<file path="config.mk">
export PLATFORM = sky130hd
export DESIGN_NAME = vlp_device_flat
export DESIGN_NICKNAME = d
export VERILOG_FILES = /design/src/vlp_pkg.sv /design/src/vlp_if.sv /design/src/vlp_device.sv /design/src/flat_wrapper.sv
export SDC_FILE = /design/constraint.sdc
export NUM_CORES = 1
export LEC_CHECK = 0
export BUFFER_PORTS_ARGS = -buffer_cell sky130_fd_sc_hd__buf_2
export CELL_PAD_IN_SITES_DETAIL_PLACEMENT = 0
export CELL_PAD_IN_SITES_GLOBAL_PLACEMENT = 2
export CORE_UTILIZATION = 28
export CTS_CLUSTER_SIZE = 24
export DETAILED_ROUTE_END_ITERATION = 8
export GPL_TIMING_DRIVEN = 0
export PLACE_DENSITY = 0.93
export SLEW_MARGIN = 20
export SYNTH_ARGS = -nofsm -noshare
export SYNTH_HDL_FRONTEND = slang
export SYNTH_SLANG_ARGS = --single-unit
</file>
<file path="constraint.sdc">
create_clock -name ref_clk -period 6.35 [get_ports ref_clk]
set_clock_uncertainty 0.05 [all_clocks]
set_input_delay 0.635 -clock ref_clk [delete_from_list [all_inputs] [get_ports ref_clk]]
set_output_delay 0.635 -clock ref_clk [all_outputs]
set_load 0.01 [all_outputs]
</file>
<file path="src/vlp_pkg.sv">
// package for the local bus slave port: pin widths, decode constants, byte modes
// assumes both ends and the testbench share one clock, ref_clk
package vlp_pkg;
  localparam int VLP_ADDR_W = 14;
  localparam int VLP_BE_W = 4;
  localparam int VLP_DATA_W = 32;
  localparam int VLP_DEC_W = 12;
  localparam int VLP_DEC_LSB = 2;
  localparam logic [VLP_DEC_W-1:0] VLP_BASE_DEFAULT = 12'h030;
  localparam logic [VLP_BE_W-1:0] VLP_BE_NONE = 4'hf;
  localparam logic [VLP_BE_W-1:0] VLP_BE_DWORD = 4'h0;
  localparam logic [VLP_BE_W-1:0] VLP_BE_LOW_WORD = 4'hc;
  localparam logic [VLP_BE_W-1:0] VLP_BE_HIGH_WORD = 4'h3;
  localparam logic [VLP_BE_W-1:0] VLP_BE_BYTE0 = 4'he;
  localparam logic [VLP_BE_W-1:0] VLP_BE_BYTE1 = 4'hd;
  localparam logic [VLP_BE_W-1:0] VLP_BE_BYTE2 = 4'hb;
  localparam logic [VLP_BE_W-1:0] VLP_BE_BYTE3 = 4'h7;
  localparam logic [VLP_DATA_W-1:0] VLP_DATA_ZERO = 32'h0000_0000;

  typedef enum logic [2:0] {
    VLP_SIZE_NONE = 3'h0,
    VLP_SIZE_BYTE = 3'h1,
    VLP_SIZE_WORD = 3'h2,
    VLP_SIZE_DWORD = 3'h4
  } vlp_size_e;

  function automatic vlp_size_e vlp_decode_size(input logic [VLP_BE_W-1:0] be_n);
    vlp_size_e s;
    s = VLP_SIZE_NONE;
    case (be_n)
      VLP_BE_DWORD: s = VLP_SIZE_DWORD;
      VLP_BE_LOW_WORD, VLP_BE_HIGH_WORD: s = VLP_SIZE_WORD;
      VLP_BE_BYTE0, VLP_BE_BYTE1, VLP_BE_BYTE2, VLP_BE_BYTE3: s = VLP_SIZE_BYTE;
      default: s = VLP_SIZE_NONE;
    endcase
    return s;
  endfunction
endpackage

</file>
<file path="src/vlp_if.sv">
// interface joining host end and device end of the local bus slave port
// assumes one clock for both parties; ready is driven by the device end alone, with no resolution
`timescale 1ns/1ps
`default_nettype none
interface vlp_if;
  import vlp_pkg::*;
  logic ads_n;
  logic delayed_access_strobe_n;
  logic [VLP_ADDR_W-1:0] addr;
  logic [VLP_BE_W-1:0] be_n;
  logic io_space_qualifier;
  logic write_not_read;
  logic rdy_rtn_n;
  logic slave_ready_out_n;
  logic local_claim_out_n;
  logic [VLP_DATA_W-1:0] host_data;
  logic host_data_oe;
  logic [VLP_DATA_W-1:0] dev_data;
  logic dev_data_oe;
  logic async_read_strobe_n;
  logic async_write_strobe_n;
  logic addr_bit1;
  logic local_bus_mode_select_n;
  logic direct_data_select_oe;
  modport host (
    output ads_n, delayed_access_strobe_n, addr, be_n, io_space_qualifier, write_not_read,
    output rdy_rtn_n, host_data, host_data_oe, async_read_strobe_n, async_write_strobe_n,
    output addr_bit1, local_bus_mode_select_n, direct_data_select_oe,
    input slave_ready_out_n, local_claim_out_n, dev_data, dev_data_oe
  );
  modport device (
    input ads_n, delayed_access_strobe_n, addr, be_n, io_space_qualifier, write_not_read,
    input rdy_rtn_n, host_data, host_data_oe, async_read_strobe_n, async_write_strobe_n,
    input addr_bit1, local_bus_mode_select_n, direct_data_select_oe,
    output slave_ready_out_n, local_claim_out_n, dev_data, dev_data_oe
  );
endinterface
`default_nettype wire

</file>
<file path="src/vlp_device.sv">
// device end of the local bus slave port: latches, decode, claim, ready, data
// assumes bus pins are synchronous to ref_clk; user side is a simple register port
//
// Contract
// - latch address on strobe rise, transparent when low
// - access enabled only with qualifier low, latched
// - sample direction on first delayed strobe edge
// - byte enables transparent, held from strobe rise
// - claim active on valid decode, qualifier low
// - host delays address strobe one clock
// - all bus timing on rising clock edges
// - non-data registers only byte or word; the port also accepts dword accesses at every decoded address
// - slave ready timed for bus ready
// - ready return taken directly from bus
// - board inverts bus reset into reset
`timescale 1ns/1ps
`default_nettype none
module vlp_device (
  input wire logic ref_clk,
  input wire logic reset,
  vlp_if.device bus,
  input wire logic [vlp_pkg::VLP_DEC_W-1:0] base_addr,
  output logic reg_wr,
  output logic reg_rd,
  output logic [vlp_pkg::VLP_ADDR_W-1:0] reg_addr,
  output logic [vlp_pkg::VLP_BE_W-1:0] reg_be_n,
  output vlp_pkg::vlp_size_e reg_size,
  output logic [vlp_pkg::VLP_DATA_W-1:0] reg_wdata,
  input wire logic [vlp_pkg::VLP_DATA_W-1:0] reg_rdata,
  output logic busy
);
  import vlp_pkg::*;

  typedef enum logic [3:0] {
    VLP_IDLE = 4'h1,
    VLP_ADDR = 4'h2,
    VLP_READY = 4'h4,
    VLP_WAIT_RTN = 4'h8
  } vlp_state_e;

  typedef struct packed {
    vlp_state_e st;
    logic [VLP_ADDR_W-1:0] addr;
    logic [VLP_BE_W-1:0] be_n;
    logic qual;
    logic wnr;
    logic [VLP_DATA_W-1:0] rdata;
    logic [VLP_DATA_W-1:0] wdata;
    logic wr;
    logic rd;
    logic data_oe;
    logic claim_n;
    vlp_size_e size;
    logic late;
  } vlp_dev_s;

  vlp_dev_s r;
  vlp_dev_s next_r;

  logic [VLP_ADDR_W-1:0] addr_now;
  logic [VLP_BE_W-1:0] be_now;
  logic qual_now;
  logic hit;
  logic accept;

  localparam int VLP_LANE_W = VLP_DATA_W / VLP_BE_W;

  ////////////////////////////////////////////////////////////////////////
  // byte lanes picked by the enables; unused lanes read as zero and are ignored on writes
  function automatic logic [VLP_DATA_W-1:0] lane_mask(input logic [VLP_BE_W-1:0] be_n);
    logic [VLP_DATA_W-1:0] m;
    m = VLP_DATA_ZERO;
    for (int i = 0; i < VLP_BE_W; i++) begin
      m[i*VLP_LANE_W +: VLP_LANE_W] = {VLP_LANE_W{!be_n[i]}};
    end
    return m;
  endfunction

  // dword address against the base, enabled only with the qualifier low
  function automatic logic dec_hit(input logic [VLP_ADDR_W-1:0] a, input logic [VLP_DEC_W-1:0] base,
      input logic qual);
    return (a[VLP_ADDR_W-1:VLP_DEC_LSB] == base) && !qual;
  endfunction

  ////////////////////////////////////////////////////////////////////////
  // transparent latches: follow pins while strobe low, hold after rise
  always_comb begin
    addr_now = bus.ads_n ? r.addr : bus.addr;
    be_now = bus.ads_n ? r.be_n : bus.be_n;
    qual_now = bus.ads_n ? r.qual : bus.io_space_qualifier;
    hit = dec_hit(addr_now, base_addr, qual_now);
    accept = hit && (vlp_decode_size(be_now) != VLP_SIZE_NONE);
  end

  ////////////////////////////////////////////////////////////////////////
  // next state: strobe, sample, ready, return
  always_comb begin
    next_r = r;
    next_r.wr = 1'b0;
    next_r.rd = 1'b0;
    next_r.addr = addr_now;
    next_r.be_n = be_now;
    next_r.qual = qual_now;
    next_r.claim_n = !hit;
    case (r.st)
      VLP_IDLE: begin
        next_r.data_oe = 1'b0;
        if (!bus.ads_n) begin
          next_r.st = VLP_ADDR;
        end
      end
      VLP_ADDR: begin
        if (!bus.delayed_access_strobe_n) begin
          next_r.wnr = bus.write_not_read;
          next_r.late = 1'b0;
          if (accept) begin
            next_r.st = VLP_READY;
            next_r.wr = bus.write_not_read;
            next_r.rd = !bus.write_not_read;
            next_r.size = vlp_decode_size(be_now);
            next_r.wdata = bus.host_data & lane_mask(be_now);
          end else begin
            next_r.st = VLP_IDLE;
          end
        end else if (r.late) begin
          // delayed strobe missed a second clock: drop the access
          next_r.late = 1'b0;
          next_r.st = VLP_IDLE;
        end else begin
          next_r.late = 1'b1;
        end
      end
      VLP_READY: begin
        if (r.rd) begin
          next_r.rdata = reg_rdata & lane_mask(r.be_n);
          next_r.data_oe = 1'b1;
        end
        next_r.st = VLP_WAIT_RTN;
      end
      VLP_WAIT_RTN: begin
        if (!bus.rdy_rtn_n) begin
          next_r.st = VLP_IDLE;
          next_r.data_oe = 1'b0;
        end
      end
      default: next_r.st = VLP_IDLE;
    endcase
  end

  ////////////////////////////////////////////////////////////////////////
  // state register
  always_ff @(posedge ref_clk) begin
    if (reset) begin
      r.st <= VLP_IDLE;
      r.addr <= '0;
      r.be_n <= VLP_BE_NONE;
      r.qual <= 1'b1;
      r.wnr <= 1'b0;
      r.rdata <= VLP_DATA_ZERO;
      r.wdata <= VLP_DATA_ZERO;
      r.wr <= 1'b0;
      r.rd <= 1'b0;
      r.data_oe <= 1'b0;
      r.claim_n <= 1'b1;
      r.size <= VLP_SIZE_NONE;
      r.late <= 1'b0;
    end else begin
      r <= next_r;
    end
  end

  ////////////////////////////////////////////////////////////////////////
  // pins and user port
  assign bus.slave_ready_out_n = !(r.st == VLP_WAIT_RTN);
  assign bus.local_claim_out_n = r.claim_n;
  assign bus.dev_data = r.rdata;
  assign bus.dev_data_oe = r.data_oe;
  assign reg_wr = r.wr;
  assign reg_rd = r.rd;
  assign reg_addr = r.addr;
  assign reg_be_n = r.be_n;
  assign reg_size = r.size;
  assign reg_wdata = r.wdata;
  assign busy = (r.st != VLP_IDLE);
endmodule
`default_nettype wire

</file>
<file path="src/flat_wrapper.sv">
// flat-port wrapper written by rule: the top's interface ports become plain ports
module vlp_device_flat import vlp_pkg::*;
  (ref_clk, reset, base_addr, reg_wr, reg_rd, reg_addr, reg_be_n, reg_size, reg_wdata, reg_rdata, busy, bus_ads_n, bus_delayed_access_strobe_n, bus_addr, bus_be_n, bus_io_space_qualifier, bus_write_not_read, bus_rdy_rtn_n, bus_host_data, bus_host_data_oe, bus_async_read_strobe_n, bus_async_write_strobe_n, bus_addr_bit1, bus_local_bus_mode_select_n, bus_direct_data_select_oe, bus_slave_ready_out_n, bus_local_claim_out_n, bus_dev_data, bus_dev_data_oe);
  vlp_if bus_i ();
  input wire logic ref_clk;
  input wire logic reset;
  input wire logic [vlp_pkg::VLP_DEC_W-1:0] base_addr;
  output logic reg_wr;
  output logic reg_rd;
  output logic [vlp_pkg::VLP_ADDR_W-1:0] reg_addr;
  output logic [vlp_pkg::VLP_BE_W-1:0] reg_be_n;
  output vlp_pkg::vlp_size_e reg_size;
  output logic [vlp_pkg::VLP_DATA_W-1:0] reg_wdata;
  input wire logic [vlp_pkg::VLP_DATA_W-1:0] reg_rdata;
  output logic busy;
  input wire logic [$bits(bus_i.ads_n)-1:0] bus_ads_n;
  input wire logic [$bits(bus_i.delayed_access_strobe_n)-1:0] bus_delayed_access_strobe_n;
  input wire logic [$bits(bus_i.addr)-1:0] bus_addr;
  input wire logic [$bits(bus_i.be_n)-1:0] bus_be_n;
  input wire logic [$bits(bus_i.io_space_qualifier)-1:0] bus_io_space_qualifier;
  input wire logic [$bits(bus_i.write_not_read)-1:0] bus_write_not_read;
  input wire logic [$bits(bus_i.rdy_rtn_n)-1:0] bus_rdy_rtn_n;
  input wire logic [$bits(bus_i.host_data)-1:0] bus_host_data;
  input wire logic [$bits(bus_i.host_data_oe)-1:0] bus_host_data_oe;
  input wire logic [$bits(bus_i.async_read_strobe_n)-1:0] bus_async_read_strobe_n;
  input wire logic [$bits(bus_i.async_write_strobe_n)-1:0] bus_async_write_strobe_n;
  input wire logic [$bits(bus_i.addr_bit1)-1:0] bus_addr_bit1;
  input wire logic [$bits(bus_i.local_bus_mode_select_n)-1:0] bus_local_bus_mode_select_n;
  input wire logic [$bits(bus_i.direct_data_select_oe)-1:0] bus_direct_data_select_oe;
  output wire logic [$bits(bus_i.slave_ready_out_n)-1:0] bus_slave_ready_out_n;
  output wire logic [$bits(bus_i.local_claim_out_n)-1:0] bus_local_claim_out_n;
  output wire logic [$bits(bus_i.dev_data)-1:0] bus_dev_data;
  output wire logic [$bits(bus_i.dev_data_oe)-1:0] bus_dev_data_oe;
  assign bus_i.ads_n = bus_ads_n;
  assign bus_i.delayed_access_strobe_n = bus_delayed_access_strobe_n;
  assign bus_i.addr = bus_addr;
  assign bus_i.be_n = bus_be_n;
  assign bus_i.io_space_qualifier = bus_io_space_qualifier;
  assign bus_i.write_not_read = bus_write_not_read;
  assign bus_i.rdy_rtn_n = bus_rdy_rtn_n;
  assign bus_i.host_data = bus_host_data;
  assign bus_i.host_data_oe = bus_host_data_oe;
  assign bus_i.async_read_strobe_n = bus_async_read_strobe_n;
  assign bus_i.async_write_strobe_n = bus_async_write_strobe_n;
  assign bus_i.addr_bit1 = bus_addr_bit1;
  assign bus_i.local_bus_mode_select_n = bus_local_bus_mode_select_n;
  assign bus_i.direct_data_select_oe = bus_direct_data_select_oe;
  assign bus_slave_ready_out_n = bus_i.slave_ready_out_n;
  assign bus_local_claim_out_n = bus_i.local_claim_out_n;
  assign bus_dev_data = bus_i.dev_data;
  assign bus_dev_data_oe = bus_i.dev_data_oe;
  vlp_device u_core (.ref_clk(ref_clk), .reset(reset), .bus(bus_i), .base_addr(base_addr), .reg_wr(reg_wr), .reg_rd(reg_rd), .reg_addr(reg_addr), .reg_be_n(reg_be_n), .reg_size(reg_size), .reg_wdata(reg_wdata), .reg_rdata(reg_rdata), .busy(busy));
endmodule
</file>
==> Yosys cells after proc, flatten, opt, wreduce, memory -nomap -nowiden <==
Cells that the tools add are included.
{ "classes": {"n_reduce_logical": 24, "bitwise": 5, "eq_ne": 16, "muxes": 15} }
{ "ops": {"columns": ["cell", "count"], "rows": [
  ["$and A32 B32 Y32", 2],
  ["$eq A4 B4 Y1 const B", 5],
  ["$mux W4", 5],
  ["$pmux W4 S4", 1],
  ["$mux W14", 1],
  ["$eq A12 B12 Y1", 1],
  ["$logic_not A1 Y1", 12],
  ["$pmux W3 S3", 1],
  ["$reduce_and A3 Y1", 3],
  ["$eq A4 B2 Y1 const B", 2],
  ["$eq A4 B3 Y1 const B", 2],
  ["$reduce_or A4 Y1", 2],
  ["$reduce_bool A3 Y1", 2],
  ["$mux W1", 5],
  ["$eq A4 B1 Y1 const B", 1],
  ["$logic_not A4 Y1", 1],
  ["$ne A2 B2 Y1 const B", 2],
  ["$ne A4 B1 Y1 const B", 1],
  ["$mux W3", 1],
  ["$ne A3 B2 Y1 const B", 1],
  ["$not A1 Y1", 3],
  ["$pmux W1 S3", 1],
  ["$logic_and A1 B1 Y1", 2],
  ["$ne A2 B1 Y1 const B", 1],
  ["2 further kinds", 2]
]} }
{ "word_totals": {"input_bits": 107, "regBits": 95, "out_inout_bits": 91} }

==> Logic depth before layout (Yosys ltp) <==
{ "depth": {"word_depth": 9, "mapped_depth": 10} }

==> Worst setup path after synthesis <==
Ideal clock, no wire load.
{ "synth_timing": {"path_kind": "input to register", "startpoint": "input bus_ads_n", "endpoint": "register u_core.r, in the netlist u_core.reg_wdata[29]", "required_ps": 6240, "path_stages": 9, "arrival_time_ps": 2608, "setup_ps": 60, "path_slack_ps": 3632, "cell_sequence": "buf_6 -> mux2_2 -> and2_1 -> or2_1 -> a311o_1 -> buf_2 -> nor2_2 -> buf_2 -> a41o_1"} }
{ "synth_between": {"elab_chain_cells": 7, "word_cells_on_any_way": 21, "cone_classes": "eq/ne: 7; mux: 4; bitwise: 1; reduce/logical: 9"} }
{ "synth_rtl": {"columns": ["element", "line", "rtl"], "rows": [
  ["from (decl)", "flat_wrapper.sv:16", "input wire logic [$bits(bus_i.ads_n)-1:0] bus_ads_n;"],
  ["$mux W4", "vlp_device.sv:89", "be_now = bus.ads_n ? r.be_n : bus.be_n;"],
  ["$eq A4 B4 Y1 (tied with other cells)", "vlp_pkg.sv:30", "case (be_n)"],
  ["$reduce_or A4 Y1 / $reduce_or A2 Y1 (equally long branches)", "vlp_pkg.sv:30", null],
  ["$pmux W3 S3", "vlp_pkg.sv:30", null],
  ["$reduce_bool A3 Y1", "vlp_device.sv:92", "accept = hit && (vlp_decode_size(be_now) != VLP_SIZE_NONE);"],
  ["$logic_and A1 B1 Y1", "vlp_device.sv:92", null],
  ["$reduce_and A3 Y1 (no source line)", null, null],
  ["to (signal assigned)", "vlp_device.sv:168", "r <= next_r;"],
  ["to (decl)", "vlp_device.sv:57", "vlp_dev_s r;"]
]} }
Several ways; a longest one is shown, not always the timed one.
A chain may end at the register's enable or synchronous reset.

==> Worst setup path in the final report <==
{ "layout_timing": {"startpoint": "input bus_ads_n", "endpoint": "register u_core.r, in the netlist u_core.reg_wdata[18]"} }
The elaborated chain is that of the path after synthesis.

==> impl_metrics.env <==
export IMPL_numCtsBuffers=9
export IMPL_worst_slack_ps=3270
export IMPL_placement_setup_worst_slack_ps=2800
export IMPL_startpoint="bus_ads_n"
export IMPL_cts_sinks=95
export IMPL_post_drt_via_cell_ratio=4.42
export IMPL_cts_reportedPaths_clkPinSlew_ps=60
export IMPL_drt_drc_violations_left=0
export IMPL_die_height_um=131
export IMPL_timing_reg2reg_setup_slack_ps=3290
export IMPL_die_w_um=131
export IMPL_path_cells="buf_6 -> mux2_2 -> nor3_1 -> o21ai_0 -> a311o_1 -> clkbuf_1 -> o21ai_0 -> a2bb2oi_1"
export IMPL_global_route_overflow_total=0
export IMPL_timing_final_setup_violations=0
export IMPL_detail_route_wirelength_um=13300
export IMPL_antenna_left=0
export IMPL_achievable_frequency_mhz=325
export IMPL_cp_start_kind="input pin"
export IMPL_synthesis_area_per_instance_um2=8.82
export IMPL_syn_inst=528
export IMPL_num_nets_final=836
export IMPL_synthArstFlopShare_pct=0
export IMPL_drt_wirelength_per_cell_um=14.0
export IMPL_worst_r2r_cell_count=7
export IMPL_min_path_cells=2
export IMPL_synth_commonest_cells="dfxtp_1, buf_4, a21oi_1"
export IMPL_worstReg2RegStart="u_core.reg_be_n[2]$_SDFF_PP1_"
export IMPL_worstHoldPathType="register to register"
export IMPL_core_area_um2=16100
export IMPL_routed_vias=4197
export IMPL_cts_root_buf="clkbuf_16"
export IMPL_number_of_antenna_violations_at_the_first_check_in_global_routing=2
export IMPL_run_status="finished, final reports clean"
export IMPL_cts_htree_levels=3
export IMPL_cp_top_family="compound AO/OA/AOI/OAI gates"
export IMPL_timing_max_cap_violations=0
export IMPL_boundaryPins=198
export IMPL_placement_io_buffers=190
export IMPL_share_of_the_yosys_chip_area_belonging_to_registers_pct=40.8
export IMPL_mappedNetlistNets=635
export IMPL_fp_row_count=46
export IMPL_cts_tree="yes"
export IMPL_area_delta_synth_final_pct=33.0
export IMPL_finalCritPeriodShare_pct=48.5
export IMPL_start_util_pct=29.0
export IMPL_hold_viol=0
export IMPL_dpl_cell_area_um2=5880
export IMPL_routabilityCongestion=0.709
export IMPL_global_route_wire_length_before_repair_um=20500
export IMPL_power_density_nw_per_um2=214
export IMPL_max_clock_path_buffers=2
export IMPL_pin_count_of_the_biggest_net_entering_global_routing=15
export IMPL_drt_iter0_markers=103
export IMPL_period_minus_slack_ps=3080
export IMPL_timing_setup_critical_path_class="input pin to register"
export IMPL_critical_path_required_ps=6490
export IMPL_ys_top_cells_by_area="dfxtp_1, buf_4, a21oi_1, nand3b_1, nand2_1"
export IMPL_cts_post_setup_buffers_inserted=0
export IMPL_post_synth_top_area_cell="dfxtp_1"
export IMPL_ys_warn_count=0
export IMPL_hold_path_endpoint="u_core.r[0]$_SDFFE_PP0N_"
export IMPL_final_layout_size_suffix_gt1_share_pct=42.1
export IMPL_holdBufCountCts=0
export IMPL_max_slew_margin_pct=43.7
export IMPL_grtUsageTotal_pct=15.9
export IMPL_postLayoutCellArea_um2=6190
export IMPL_netlist_area_um2=4660
export IMPL_tightest_slew_ps=835
export IMPL_end_kind="register"
export IMPL_place_detailed_hpwl_um=10100
export IMPL_clk_insertion_delay_late_ps=350
export IMPL_timing_critical_path_slowest_stage_cell="o21ai_0"
export IMPL_vdd_drop_max_mv=0.124
export IMPL_ys_types=42
export IMPL_cts_resized=0
export IMPL_hold_start="u_core.r[0]$_SDFFE_PP0N_"
export IMPL_crit_path_max_incr_delay_ps=720
export IMPL_layout_filler_cells=1709
export IMPL_crit_reg2reg_capture="u_core.reg_wdata[18]$_SDFFE_PP0P_"
export IMPL_leakage_power_uw=0.00303
export IMPL_final_max_slew_violation_count=0
export IMPL_worst_ep_arrival_time_ps=3220
export IMPL_synth_top_area_share_pct=40.8
export IMPL_detail_route_first_pass_iterations=4
export IMPL_cp_common_cell="o21ai_0"
export IMPL_vias_in_the_first_global_route=4044
export IMPL_number_of_synthesized_flops_with_an_enable_pin=0
export IMPL_timing_critical_path_fanout_max=10
export IMPL_yosys_cell_count_top_type="dfxtp_1"
export IMPL_postSynth_topFlopCell="dfxtp_1"
export IMPL_critPathBufInv=2
export IMPL_ys_ff_latch=95
export IMPL_finalSetupTns_ps=0
export IMPL_setup_repair_after_global_routing_missed_its_margin="no"
export IMPL_die_area_um2=17200
==> per-stage QoR <==
step	hold WS, ps	util, %	instances	total power, uW
6_report	402	38.6	949	1320
4_1_cts	396	38.6	948	1350
3_3_place_gp	388	36.6	934	761
5_1_grt	409	38.6	949	1390
2_1_floorplan	382	-	528	699
3_5_place_dp	393	36.6	934	762
==> worst min-delay path: cells and delay by family, from the launching register on <==
| kind | cells | cell delay, ps |
|---|---|---|
| DFF | 1 | 310 |
| and+or+nand+nor | 1 | 50 |
| AOI/OAI and AO/OA | 1 | 50 |
==> power by group <==
group	switching, uW	internal, uW	leakage (uW)
Clock	225	352	0.000152
Combinational	67.6	65.8	0.00211
Sequential	8.35	604	0.000769
==> registers in the layout, indices dropped and copies added (netlist names) <==
register	count
u_core.reg_wdata	32
u_core.bus.local_claim_out_n	1
u_core.bus.dev_data_oe	1
u_core.reg_be_n	4
u_core.r	6
u_core.reg_rd	1
u_core.reg_addr	14
u_core.bus.dev_data	32
u_core.reg_size	3
u_core.reg_wr	1
==> logic make-up after synthesis <==
kind of cell,after synthesis,share of synthesized area (%)
compound gates,115,15.4
mux,22,5.02
xor+xnor,12,2.26
flops,95,40.8
simple gates,140,17.3
buf+inv,144,19.2
==> cell type report <==
class                           instances  area (um^2)  share of cell area (%)
Clock inverter                          3         68.8                    1.11
Buffer                                120          805                    13.0
Sequential cell                        95         1900                    30.7
Tap cell                              216          270                    4.36
Timing Repair Buffer                  190          951                    15.4
Inverter                               24         90.1                    1.45
Multi-Input combinational cell        289         1860                    30.1
Clock buffer                           11          243                    3.92
Antenna cell                            1         2.50                  0.0404
==> how the worst max path moves through the flow <==
stage	slack (ps)	cells past startpoint	end
final	3270	8	u_core.reg_wdata[18]$_SDFFE_PP0P_
after global routing	3030	10	u_core.reg_wdata[16]$_SDFFE_PP0P_
after CTS	3150	10	u_core.reg_wdata[18]$_SDFFE_PP0P_
after detailed placement	2800	10	u_core.reg_wdata[20]$_SDFFE_PP0P_
after global placement	2820	10	u_core.reg_wdata[18]$_SDFFE_PP0P_
after floorplan	3630	9	u_core.reg_wdata[29]$_SDFFE_PP0P_
==> cells in the final DEF (no fill, tap or decap), types with 9 or more instances in the layout <==
cell | netlist | final
buf_4 | 86 | 86
xnor2_1 | 12 | 12
clkbuf_16 | 0 | 9
inv_1 | 23 | 23
a41o_1 | 9 | 9
mux2i_1 | 15 | 15
o21ai_0 | 24 | 24
buf_2 | 4 | 194
nor2_1 | 18 | 18
dfxtp_1 | 95 | 95
a21oi_1 | 60 | 60
nand2_1 | 44 | 44
clkbuf_1 | 27 | 28
o211a_1 | 10 | 10
or4_1 | 20 | 20
nand3b_1 | 33 | 33
==> layer usage <==
layer | wire [um] | vias to the layer above | global-route usage, %
li1 | - | 2148 | -
met5 | 13 | - | 0
met1 | 6050 | 1886 | 19.3
met4 | 155 | 2 | 5.27
met2 | 6070 | 149 | 26.4
met3 | 1000 | 12 | 5.05
Note: power is estimated with default switching activity, not from simulation.
